`src/rtl/adc_ctrl_cfg.svh`:
```
// constants for the two-channel converter serial control block
// assumes inclusion by bare name from package and design files
`ifndef ADC_CTRL_CFG_SVH
`define ADC_CTRL_CFG_SVH

// control word layout
`define CTRL_WORD_BITS      8
`define CTRL_SEL_TOP_BIT    5
`define CTRL_SEL_MID_BIT    4
`define CTRL_SEL_LOW_BIT    3
// conversion timing in serial clocks
`define CONV_CLOCKS         16
`define TRACK_CLOCKS        3
`define LEAD_ZERO_CLOCKS    4
`define RESULT_BITS         12
// channel codes and reset values
`define CHANNEL_FIRST       1'h0
`define CHANNEL_SECOND      1'h1
`define CTRL_WORD_RESET     8'h00
// fastest serial clock the host may run, in MHz
`define SERIAL_CLOCK_MAX_MHZ 16

`endif

```
`src/rtl/adc_ctrl_pkg.sv`:
```
// types shared by the converter serial control files
// assumes adc_ctrl_cfg.svh on the include path
`include "adc_ctrl_cfg.svh"

package adc_ctrl_pkg;

  // converter phase, gray along idle-track-hold-sleep
  typedef enum logic [1:0] {
    PH_IDLE  = 2'b00,
    PH_TRACK = 2'b01,
    PH_HOLD  = 2'b11,
    PH_SLEEP = 2'b10
  } phase_t;

  typedef struct packed {
    logic                          frame_m;
    logic                          frame_s;
    logic                          frame_d;
    logic                          sclk_m;
    logic                          sclk_s;
    logic                          sclk_d;
    logic                          sdi_m;
    logic                          sdi_s;
    phase_t                        phase;
    logic [3:0]                    rise_cnt;
    logic [3:0]                    ctrl_cnt;
    logic [`CTRL_WORD_BITS-1:0]    channel_control_word;
    logic                          pending_channel;
    logic                          current_channel;
    logic [`RESULT_BITS-1:0]       out_shift;
    logic                          serial_out;
    logic                          serial_out_oe;
    logic                          powered_up;
    logic                          tracking;
    logic                          active_channel;
  } ctrl_state_t;

endpackage

```
`src/rtl/adc_serial_ctrl.sv`:
```
// serial control and conversion sequencing of a two-channel 12-bit converter
// assumes pins arrive asynchronously and are sampled by a 100 MHz clock;
// the analog inputs are modelled as already digitised 12-bit codes
//
// What this block does
// - of select bits 5..3, only bit 3 chooses the next conversion's input
// - bits 7..6 and 2..0 ignored
// - mid bit low: low bit picks channel
// - result is 12-bit straight binary code
// - powered while frame low outside sleep, down while high
// - sleeps from 16th fall to next first fall
// - sixteen serial clocks per conversion, back-to-back
// - conversions repeat while frame stays low
// - one result per sixteen serial clocks
// - track three clocks, result MSB first from fifth
// - capture control word on first eight rises
// - output driven only while frame low
// - first conversion after reset uses first input
`timescale 1ns/1ps
`default_nettype none
`include "adc_ctrl_cfg.svh"

module adc_serial_ctrl
  import adc_ctrl_pkg::*;
(
  input  wire logic                    clock,
  input  wire logic                    rst,
  input  wire logic                    frame_select_n,
  input  wire logic                    serial_clock,
  input  wire logic                    serial_in,
  input  wire logic [`RESULT_BITS-1:0] analog_input_first,
  input  wire logic [`RESULT_BITS-1:0] analog_input_second,
  output logic                         serial_out,
  output logic                         serial_out_oe,
  output logic                         powered_up,
  output logic                         tracking,
  output logic                         active_channel
);

  // ***************************************************************
  // state and buffer wiring
  // ***************************************************************
  // st_q holds every flop of the block outside the result buffer, st_d its next value
  ctrl_state_t              st_q;
  ctrl_state_t              st_d;
  logic                     frame;
  logic                     frame_fall;
  logic                     sclk_rise;
  logic                     sclk_fall;
  logic                     push_valid;
  logic [`RESULT_BITS-1:0]  sample;
  logic                     res_valid;
  logic                     res_pop;
  logic [`RESULT_BITS-1:0]  res_data;
  logic [`CTRL_WORD_BITS-1:0] word_next;

  // the link clock is oversampled, so each of its levels must be held
  // two system clocks or more; a shorter level can vanish inside the
  // synchroniser and a rise or fall would be lost
  // edges read only the second synchroniser stage and its delayed copy
  assign frame      = ~st_q.frame_s;
  assign frame_fall = st_q.frame_d & ~st_q.frame_s;
  // serial clock is gated off while the frame is high
  assign sclk_rise  = frame & ~st_q.sclk_d & st_q.sclk_s;
  assign sclk_fall  = frame & st_q.sclk_d & ~st_q.sclk_s;
  // control word shifts in MSB first on each counted rise
  assign word_next  = {st_q.channel_control_word[`CTRL_WORD_BITS-2:0], st_q.sdi_s};

  // held sample of the selected input, straight binary code
  // the analog side is not modelled: the selected code stands for the held voltage
  assign sample     = (st_q.current_channel == `CHANNEL_SECOND) ?
                      analog_input_second : analog_input_first;
  // hold starts on the fourth falling edge: capture sample then;
  // one result per conversion is pushed, so the buffer never fills
  assign push_valid = sclk_fall & (st_q.rise_cnt == 4'(`TRACK_CLOCKS));
  // shifter drains one result as the fifth clock's bit goes out; while the
  // frame is high a result left by a cut frame is dropped, so the next
  // frame never shifts out a stale sample
  assign res_pop    = res_valid &
                      ((sclk_fall & (st_q.rise_cnt == 4'(`LEAD_ZERO_CLOCKS))) | ~frame);

  // ***************************************************************
  // result buffer between sampler and shifter
  // ***************************************************************
  // a late host read stalls the shifter, not the sampler
  result_buffer #(
    .WIDTH (`RESULT_BITS)
  ) u_result_buffer (
    .clock     (clock),
    .rst       (rst),
    .in_valid  (push_valid),
    .in_ready  (),
    .in_data   (sample),
    .out_valid (res_valid),
    .out_ready (res_pop),
    .out_data  (res_data)
  );

  // ***************************************************************
  // next-state logic
  // ***************************************************************
  // phase walk of one conversion, counted in serial clock rises:
  //   frame fall, or fall after rise 16 -> track
  //   fall after rise 3                  -> hold, sample captured
  //   fall after rise 15                 -> sleep until the next fall
  //   rise 16                            -> next channel applied
  // leaving the frame drops to idle from any phase
  always_comb begin
    st_d = st_q;
    // two-stage synchronisers, plus delayed copies for edges
    st_d.frame_m = frame_select_n;
    st_d.frame_s = st_q.frame_m;
    st_d.frame_d = st_q.frame_s;
    st_d.sclk_m  = serial_clock;
    st_d.sclk_s  = st_q.sclk_m;
    st_d.sclk_d  = st_q.sclk_s;
    st_d.sdi_m   = serial_in;
    st_d.sdi_s   = st_q.sdi_m;

    if (!frame) begin
      // frame high: fully powered down, output floated
      st_d.phase      = PH_IDLE;
      st_d.serial_out = 1'b0;
      st_d.out_shift  = '0;
      // rise and control counters restart at the next frame fall
    end else if (frame_fall) begin
      // frame fall acts as the first falling edge: enter track; with the
      // serial clock high, its later fall re-enters track harmlessly
      st_d.phase      = PH_TRACK;
      st_d.rise_cnt   = 4'h0;
      st_d.ctrl_cnt   = 4'h0;
      st_d.serial_out = 1'b0;
    end else begin
      if (sclk_rise) begin
        // control word is taken on the first eight rises of each conversion
        // rises nine to sixteen leave the word alone
        if (st_q.ctrl_cnt < 4'(`CTRL_WORD_BITS)) begin
          st_d.channel_control_word = word_next;
          st_d.ctrl_cnt             = st_q.ctrl_cnt + 4'h1;
          if (st_q.ctrl_cnt == 4'(`CTRL_WORD_BITS - 1)) begin
            // only the low select bit matters; top, mid and don't-care bits drop
            st_d.pending_channel = word_next[`CTRL_SEL_LOW_BIT];
          end
        end
        // count wraps at sixteen so conversions run back to back
        st_d.rise_cnt = st_q.rise_cnt + 4'h1;
        if (st_q.rise_cnt == 4'(`CONV_CLOCKS - 1)) begin
          // new selection takes effect for the following conversion only
          st_d.current_channel = st_q.pending_channel;
          st_d.ctrl_cnt        = 4'h0;
        end
      end
      if (sclk_fall) begin
        case (st_q.rise_cnt)
          4'(`TRACK_CLOCKS): begin
            st_d.phase = PH_HOLD;
          end
          4'(`CONV_CLOCKS - 1): begin
            st_d.phase = PH_SLEEP;
          end
          4'h0: begin
            // first falling edge of the next conversion wakes the converter
            st_d.phase = PH_TRACK;
          end
          default: begin
            st_d.phase = st_q.phase;
          end
        endcase
        // four leading zeros, then twelve result bits, MSB first
        // with no result waiting, zeros go out rather than stale bits
        if (st_q.rise_cnt < 4'(`LEAD_ZERO_CLOCKS)) begin
          st_d.serial_out = 1'b0;
        end else if (st_q.rise_cnt == 4'(`LEAD_ZERO_CLOCKS)) begin
          st_d.serial_out = res_valid ? res_data[`RESULT_BITS-1] : 1'b0;
          st_d.out_shift  = res_valid ? {res_data[`RESULT_BITS-2:0], 1'b0} : '0;
        end else begin
          st_d.serial_out = st_q.out_shift[`RESULT_BITS-1];
          st_d.out_shift  = {st_q.out_shift[`RESULT_BITS-2:0], 1'b0};
        end
      end
    end

    // registered pin and status outputs
    st_d.serial_out_oe  = ~st_d.frame_s;
    st_d.powered_up     = (st_d.phase == PH_TRACK) || (st_d.phase == PH_HOLD);
    st_d.tracking       = (st_d.phase == PH_TRACK);
    st_d.active_channel = st_d.current_channel;
  end

  // ***************************************************************
  // state register
  // ***************************************************************
  // reset starts on the first input with no dummy conversion needed
  // synchroniser stages start at the idle pin levels, so no false edge follows
  always_ff @(posedge clock) begin
    if (rst) begin
      st_q                      <= '0;
      st_q.frame_m              <= 1'b1;
      st_q.frame_s              <= 1'b1;
      st_q.frame_d              <= 1'b1;
      st_q.phase                <= PH_IDLE;
      st_q.channel_control_word <= `CTRL_WORD_RESET;
      st_q.pending_channel      <= `CHANNEL_FIRST;
      st_q.current_channel      <= `CHANNEL_FIRST;
    end else begin
      st_q <= st_d;
    end
  end

  // ***************************************************************
  // pins and status, straight from the state register
  // ***************************************************************
  // no logic between flop and pin, so the host never sees a glitch
  assign serial_out     = st_q.serial_out;
  assign serial_out_oe  = st_q.serial_out_oe;
  assign powered_up     = st_q.powered_up;
  assign tracking       = st_q.tracking;
  assign active_channel = st_q.active_channel;

endmodule

`default_nettype wire

```
`src/rtl/result_buffer.sv`:
```
// two-entry result buffer with valid/ready on both sides
// assumes one clock domain, synchronous active-high reset
`timescale 1ns/1ps
`default_nettype none

module result_buffer #(
  parameter int WIDTH = 12
) (
  input  wire logic             clock,
  input  wire logic             rst,
  input  wire logic             in_valid,
  output logic                  in_ready,
  input  wire logic [WIDTH-1:0] in_data,
  output logic                  out_valid,
  input  wire logic             out_ready,
  output logic      [WIDTH-1:0] out_data
);

  typedef struct packed {
    logic [1:0][WIDTH-1:0] mem;
    logic                  wr_ptr;
    logic                  rd_ptr;
    logic [1:0]            count;
  } buf_state_t;

  buf_state_t buf_q;
  buf_state_t buf_d;
  logic       push;
  logic       pop;

  // ***************************************************************
  // flags and next state
  // ***************************************************************
  assign in_ready  = (buf_q.count != 2'h2);
  assign out_valid = (buf_q.count != 2'h0);
  assign out_data  = buf_q.mem[buf_q.rd_ptr];
  assign push      = in_valid & in_ready;
  assign pop       = out_valid & out_ready;

  // a push into a full buffer is refused, never overwrites
  always_comb begin
    buf_d = buf_q;
    if (push) begin
      buf_d.mem[buf_q.wr_ptr] = in_data;
      buf_d.wr_ptr = ~buf_q.wr_ptr;
    end
    if (pop) begin
      buf_d.rd_ptr = ~buf_q.rd_ptr;
    end
    case ({push, pop})
      2'b10:   buf_d.count = buf_q.count + 2'h1;
      2'b01:   buf_d.count = buf_q.count - 2'h1;
      default: buf_d.count = buf_q.count;
    endcase
  end

  always_ff @(posedge clock) begin
    if (rst) begin
      buf_q <= '0;
    end else begin
      buf_q <= buf_d;
    end
  end

endmodule

`default_nettype wire

```
`config.mk`:
```
export PLATFORM = sky130hd
export DESIGN_NAME = adc_serial_ctrl
export DESIGN_NICKNAME = d
export VERILOG_FILES = /design/src/rtl/adc_ctrl_pkg.sv /design/src/rtl/adc_serial_ctrl.sv /design/src/rtl/result_buffer.sv
export VERILOG_INCLUDE_DIRS = /design/src /design/src/rtl
export SDC_FILE = /design/constraint.sdc
export NUM_CORES = 1
export LEC_CHECK = 0
export BUFFER_PORTS_ARGS = -buffer_cell sky130_fd_sc_hd__clkbuf_2
export CAP_MARGIN = 20
export CELL_PAD_IN_SITES_DETAIL_PLACEMENT = 1
export CELL_PAD_IN_SITES_GLOBAL_PLACEMENT = 2
export CORE_ASPECT_RATIO = 2
export CORE_MARGIN = 4
export CORE_UTILIZATION = 40
export CTS_BUF_LIST = sky130_fd_sc_hd__clkbuf_4 sky130_fd_sc_hd__clkbuf_8
export DETAILED_ROUTE_END_ITERATION = 12
export PLACE_DENSITY_LB_ADDON = 0.1
export SETUP_SLACK_MARGIN = 0.5
export SLEW_MARGIN = 20
export SYNTH_ARGS = -nofsm -noshare
export SYNTH_HDL_FRONTEND = slang
export SYNTH_SLANG_ARGS = --single-unit
```
`constraint.sdc`:
```
create_clock -name clock -period 3.4 [get_ports clock]
set_input_delay 0.68 -clock clock [delete_from_list [all_inputs] [get_ports clock]]
set_output_delay 0.68 -clock clock [all_outputs]
set_load 0.03 [all_outputs]
```
==> impl_metrics.env, run 1 <==
export IMPL_dp_worst_setup_slack_ps=964
export IMPL_worstPathRequired_ps=3670
export IMPL_maxSlewViolCount=0
export IMPL_min_from="st_d[43]"
export IMPL_wl_per_cell_um=16.5
export IMPL_arrival_ps=2660
export IMPL_die_w_um=67.8
export IMPL_drcViolationCount=0
export IMPL_crit_slowest_cell="o41ai_1"
export IMPL_cpMostUsedCell="ha_1"
export IMPL_critPathKind="reg2reg"
export IMPL_setup_viol=0
export IMPL_die_h_um=128
export IMPL_insertion_delay_ps=340
export IMPL_cts_htree_levels=3
export IMPL_status="completed"
export IMPL_clock_sinks=65
export IMPL_final_antenna_net_count=0
export IMPL_dpl_hpwl_mm=5.01
export IMPL_fmax_mhz=419
export IMPL_synth_seq_cells=65
export IMPL_synthSimpleGateAreaFrac=0.197
export IMPL_yosysSeqAreaShare=0.456
export IMPL_crit_fanout=24
export IMPL_hold_path_end="st_d[42]"
export IMPL_synth_ff_type="dfxtp_1"
export IMPL_hold_viol_final=0
export IMPL_port_buffers=33
export IMPL_maxCapViolCount=0
export IMPL_synthAdderAreaFrac=0.0175
export IMPL_synth_mux_area_frac=0.0981
export IMPL_grt_pass1_wl_mm=11.5
export IMPL_pwr_share_seq=0.515
export IMPL_power_frac_clock=0.386
export IMPL_fin_worst_skew_ps=4.30
export IMPL_hp_class="reg2reg"
export IMPL_multi_input_area_mm2=0.00143
export IMPL_layout_commonest_cell="dfxtp_1"
export IMPL_period_share=0.702
export IMPL_rsz0062_at_grt="no"
export IMPL_swShare=0.243
export IMPL_io_pin_count=34
export IMPL_yosysWarnings=0
export IMPL_crit_reg2reg_launch="st_q[31]"
export IMPL_start_util=0.412
export IMPL_comb_power_share=0.098
export IMPL_cp_buffers_inverters=2
export IMPL_diodes=0
export IMPL_synth_compound_area_share=0.171
export IMPL_grt_max_degree=50
export IMPL_viasPerCell=5.35
export IMPL_synthesis_area_mm2=0.00286
export IMPL_synth_top_family_by_area="simple AND/OR/NAND/NOR gates"
export IMPL_final_nets=366
export IMPL_switchingPower_w=0.000373
export IMPL_cts_root_buf="clkbuf_8"
export IMPL_start_kind="flip-flop"
export IMPL_clk_path_buf_depth=2
export IMPL_synthesis_nets=339
export IMPL_p_leak_nw=1.10
export IMPL_die_area_mm2=0.00864
export IMPL_p_int_w=0.00116
export IMPL_clkTransAtPathRegs_ps=60
export IMPL_grtUsageTotal=0.183
export IMPL_cpLargestDelayFamily="compound AO/OA/AOI/OAI gates"
export IMPL_synthCells=306
export IMPL_core_mm2=0.00694
export IMPL_rr_worst_depth=8
export IMPL_hold_buffers=0
export IMPL_antenna_found_initial=0
export IMPL_fin_crit_ps=2390
export IMPL_cts_tree="yes"
export IMPL_gp_congestion=0.837
export IMPL_path_cells="inv_1 -> ha_1 -> nand3b_1 -> buf_4 -> o41ai_1 -> ha_1 -> or3_1 -> a21oi_1"
export IMPL_placed_cell_area_mm2=0.00307
export IMPL_avgSynthCellArea_um2=9.33
export IMPL_final_cell_mix="dfxtp_1 (65), nor2_1 (37), clkbuf_2 (33), mux2i_1 (28), a21oi_1 (28)"
export IMPL_hold_path_depth=1
export IMPL_grt_pass1_vias=2370
export IMPL_drive_above_1_share=0.188
export IMPL_fin_ws_ps=1010
export IMPL_row_count=43
export IMPL_ir_drop_v=0.000269
export IMPL_post_cts_buffers=0
export IMPL_firstDrtPassIters=4
export IMPL_area_growth_pct=13.7
export IMPL_drtIter0Drc=127
export IMPL_fin_setup_tns_ps=0
export IMPL_synthXorXnorAreaFrac=0.0184
export IMPL_p_per_area_mw_per_mm2=472
export IMPL_regArea_mm2=0.00130
export IMPL_synth_edf_count=0
export IMPL_final_area_mm2=0.00325
export IMPL_vias=2281
export IMPL_cts_made_buffers=9
export IMPL_synth_cell_types=42
export IMPL_grt_ovfl_total=0
export IMPL_drt_wl_total_mm=7.04
export IMPL_cpPeakStageDelay_ps=540
export IMPL_endpoint_kind="flip-flop"
export IMPL_slew_headroom=0.413
export IMPL_ctsResizeCount=0
export IMPL_r2r_end="u_result_buffer.buf_q[1]"
export IMPL_n_fill_cell=818
export IMPL_max_slew_worst_pin_slew_ps=878
export IMPL_async_flop_share=0
export IMPL_r2r_slack_ps=1010
[final cells by class]
type,count,share of cell area
clock buffer,14,0.0536
inverter,6,0.00694
multi-input combinational,213,0.442
sequential,65,0.401
tap,90,0.0347
timing repair buffer,38,0.0624
[Yosys cell counts, drive strengths merged, types with 2 or more instances]
master	n	area (µm²)
nand4	2	12.5
or3	5	31.3
inv	6	22.5
nor2	37	139
nand2	8	30.0
dfxtp	65	1300
nor4b	2	47.6
or2	3	18.8
xnor2	2	17.5
mux2i	28	280
nor2b	8	50.1
clkbuf	14	53.8
buf	8	45.0
nand3	6	30.0
xor2	4	35.0
ha	4	50.1
o21ai	16	80.1
nor3	16	91.3
a211oi	26	195
a21oi	28	140
[metrics by stage]
step | hold slack, ps | util | power [W] | cells
2_1_floorplan | 403 | - | 0.000913 | 306
3_3_place_gp | 415 | 0.443 | 0.000955 | 412
3_5_place_dp | 417 | 0.443 | 0.000960 | 412
4_1_cts | 437 | 0.468 | 0.00156 | 426
5_1_grt | 442 | 0.468 | 0.00161 | 426
6_report | 432 | 0.468 | 0.00153 | 426
[registers in the layout, summed over array words and instances (netlist names)]
signal                 flops
serial_out                 1
active_channel             1
serial_out_oe              1
u_result_buffer.buf_q     28
st_q                      27
powered_up                 1
tracking                   1
st_d                       5
[layer usage]
| layer | vias up | part of all wire | track usage |
|---|---|---|---|
| li1 | 1146 | - | - |
| met1 | 1088 | 0.38 | 0.192 |
| met2 | 36 | 0.56 | 0.325 |
| met3 | 11 | 0.030 | 0.0422 |
| met4 | 0 | 0.029 | 0.0921 |
| met5 | - | 0 | 0 |
[worst reg2reg max path, delay by kind of cell, from the launching register on]
| kind | cells | cell delay [ps] |
|---|---|---|
| buffers and inverters | 2 | 320 |
| AO/OA/AOI/OAI | 2 | 700 |
| adder cells (fa/ha/maj) | 2 | 540 |
| flip-flops | 1 | 320 |
| AND/OR/NAND/NOR | 2 | 450 |
[logic make-up after synthesis]
kind of cell	after synthesis
mux	28
simple gates	97
fa+ha+maj	4
xor+xnor	6
flops	65
buf+inv	28
compound gates	78
[how the worst max path moves through the flow]
stage | slack [ps] | depth (start not counted) | to | startpoint
2_1_floorplan | 1360 | 7 | u_result_buffer.buf_q[1] | st_q[31]
3_3_place_gp | 1060 | 8 | u_result_buffer.buf_q[1] | st_q[31]
3_5_place_dp | 960 | 8 | u_result_buffer.buf_q[1] | st_q[31]
4_1_cts | 960 | 8 | u_result_buffer.buf_q[1] | st_q[31]
5_1_grt | 800 | 8 | u_result_buffer.buf_q[1] | st_q[31]
6_report | 1010 | 8 | u_result_buffer.buf_q[1] | st_q[31]
[power by group through the flow]
stage,clock [W],combinational [W],sequential [W]
5_1_grt,0.000653,0.000165,0.000791
3_5_place_dp,0,0.000153,0.000807
2_1_floorplan,0,0.000111,0.000801
4_1_cts,0.000619,0.000154,0.000790
6_report,0.000592,0.000151,0.000790
3_3_place_gp,0,0.000149,0.000806
(Power assumes the default switching activity.)
==> run 2: changes to the inputs <==
--- a/config.mk
+++ b/config.mk
@@ -12,7 +12,7 @@
 export CELL_PAD_IN_SITES_GLOBAL_PLACEMENT = 2
 export CORE_ASPECT_RATIO = 2
 export CORE_MARGIN = 4
-export CORE_UTILIZATION = 40
+export CORE_UTILIZATION = 37
 export CTS_BUF_LIST = sky130_fd_sc_hd__clkbuf_4 sky130_fd_sc_hd__clkbuf_8
 export DETAILED_ROUTE_END_ITERATION = 12
 export PLACE_DENSITY_LB_ADDON = 0.1
==> constraint.sdc (replaced) <==
create_clock -name clock -period 2.3 [get_ports clock]
set_input_delay 0.46 -clock clock [delete_from_list [all_inputs] [get_ports clock]]
set_output_delay 0.46 -clock clock [all_outputs]
set_load 0.03 [all_outputs]
==> run 2 against run 1 <==
Net effect: cell count up 7.3%; worst setup slack worse by 620 ps; critical path depth down 1; hold slack worse by 140 ps; global-route usage down 1.0 points; critical path type unchanged; critical endpoint unchanged.
==> impl_metrics.env, run 2 (synthesis results as in run 1) <==
export IMPL_status="completed"
export IMPL_slew_headroom=0.603
export IMPL_report_power_total_w=0.00234
export IMPL_die_h_um=132
export IMPL_largest_reg_flops=28
export IMPL_arrival_ps=2200
export IMPL_area_growth_pct=25.5
export IMPL_hold_buffers=0
export IMPL_cts_made_buffers=9
export IMPL_final_cell_mix="dfxtp_1 (60), nor2_1 (36), clkbuf_2 (33), mux2i_1 (28), a21oi_1 (27)"
export IMPL_final_area_mm2=0.00359
export IMPL_rr_worst_depth=7
export IMPL_gp_congestion=0.778
export IMPL_grt_pass1_wl_mm=12.4
export IMPL_final_antenna_net_count=0
export IMPL_hold_path_end="st_d[43]"
export IMPL_grt_max_degree=50
export IMPL_r2r_slack_ps=390
export IMPL_maxCapViolCount=0
export IMPL_p_leak_nw=1.24
export IMPL_io_pin_count=34
export IMPL_drt_wl_total_mm=7.98
export IMPL_hold_path_depth=2
export IMPL_fmax_mhz=523
export IMPL_top_register="u_result_buffer.buf_q"
export IMPL_drtIter0Drc=90
export IMPL_clk_path_buf_depth=2
export IMPL_wl_per_cell_um=17.5
export IMPL_row_count=45
export IMPL_antenna_found_initial=0
export IMPL_drcViolationCount=0
export IMPL_r2r_end="u_result_buffer.buf_q[1]"
export IMPL_min_from="frame_select_n"
export IMPL_hold_viol_final=0
export IMPL_cpMostUsedCell="ha_4"
export IMPL_insertion_delay_ps=350
export IMPL_crit_fanout=3
export IMPL_setup_viol=0
export IMPL_hp_class="in2reg"
export IMPL_layout_commonest_cell="dfxtp_1"
export IMPL_fin_crit_ps=1910
export IMPL_fin_setup_tns_ps=0
export IMPL_grt_pass1_vias=2512
export IMPL_worst_hold_slack_ps=287
export IMPL_clock_sinks=65
export IMPL_ir_drop_v=0.000395
export IMPL_path_cells="inv_4 -> ha_4 -> nand3b_1 -> o41ai_4 -> ha_4 -> or3_1 -> a21oi_2"
export IMPL_fin_worst_skew_ps=3.87
export IMPL_vias=2402
export IMPL_diodes=0
export IMPL_cts_root_buf="clkbuf_8"
export IMPL_cpPeakStageDelay_ps=400
export IMPL_die_w_um=70.1
export IMPL_cpLargestDelayFamily="simple AND/OR/NAND/NOR gates"
export IMPL_drive_above_1_share=0.300
export IMPL_max_slew_worst_pin_slew_ps=594
export IMPL_core_mm2=0.00754
export IMPL_period_share=0.831
export IMPL_start_util=0.379
export IMPL_die_area_mm2=0.00928
export IMPL_fin_cells=457
export IMPL_crit_slowest_cell="o41ai_4"
export IMPL_maxSlewViolCount=0
export IMPL_dp_cells=423
export IMPL_grt_ovfl_total=0
export IMPL_clkTransAtPathRegs_ps=80
export IMPL_final_nets=391
export IMPL_cp_buffers_inverters=1
export IMPL_port_buffers=33
export IMPL_firstDrtPassIters=4
export IMPL_endpoint_kind="flip-flop"
export IMPL_cts_htree_levels=3
export IMPL_p_per_area_mw_per_mm2=653
export IMPL_grtUsageTotal=0.172
export IMPL_dpl_hpwl_mm=5.29
export IMPL_cts_tree="yes"
export IMPL_crit_reg2reg_launch="st_q[31]"
export IMPL_placed_cell_area_mm2=0.00318
export IMPL_worstPathRequired_ps=2590
export IMPL_rsz0062_at_grt="yes"
export IMPL_critPathKind="reg2reg"
export IMPL_viasPerCell=5.26
export IMPL_start_kind="flip-flop"
[run 2: final cells by class]
cell class	count	area, µm²
fill	903	3960
multi-input combinational	213	1530
sequential	65	1310
timing repair buffer	63	419
clock buffer	10	138
tap	94	118
clock inverter	6	42.5
inverter	6	27.5
[run 2: through the flow]
stage,worst slack [ps],utilization
2_1_floorplan,393,-
3_3_place_gp,331,0.422
3_5_place_dp,275,0.422
4_1_cts,322,0.463
5_1_grt,318,0.475
6_report,389,0.475
[run 2: how the worst max path moves through the flow]
stage / startpoint / to / slack (ps) / depth (start not counted)
2_1_floorplan: st_q[33] / u_result_buffer.buf_q[1] / 390 / 7
3_3_place_gp: st_q[31] / u_result_buffer.buf_q[1] / 330 / 7
3_5_place_dp: st_q[32] / u_result_buffer.buf_q[1] / 270 / 7
4_1_cts: st_q[31] / u_result_buffer.buf_q[1] / 320 / 7
5_1_grt: st_q[31] / u_result_buffer.buf_q[1] / 320 / 7
6_report: st_q[31] / u_result_buffer.buf_q[1] / 390 / 7
[run 2: metal layers]
layer  GRT usage  wire (µm)  up-vias
met3      0.0305        178       10
met4      0.0821        171        0
met5           0          0        -
met2       0.325       4660       27
met1       0.178       2960     1170
li1            -          -     1195
[run 2: worst register-to-register path: cells and delay by family, from the launching register on]
kind	cells	cell delay, ps
buf+inv	1	60
simple gates	2	520
fa+ha+maj	2	390
compound gates	2	510
flops	1	370
[run 2: timing repair]
| action | 4_1_cts | 5_1_grt |
|---|---|---|
| resized for setup | 19 | 14 |
| setup endpoints to repair | 11 | 28 |
| pin swaps | 8 | 9 |
| setup buffers | 9 | 5 |
| hold endpoints to repair | 0 | 0 |
| gates cloned | 0 | 4 |
[run 2: where the power goes]
part | internal (W) | switching [W] | leakage (nW) | total [W]
Sequential | 0.00114 | 0.0000212 | 0.527 | 0.00116
Combinational | 0.000137 | 0.000147 | 0.629 | 0.000285
Clock | 0.000421 | 0.000474 | 0.0887 | 0.000895
Total | 0.00170 | 0.000642 | 1.24 | 0.00234
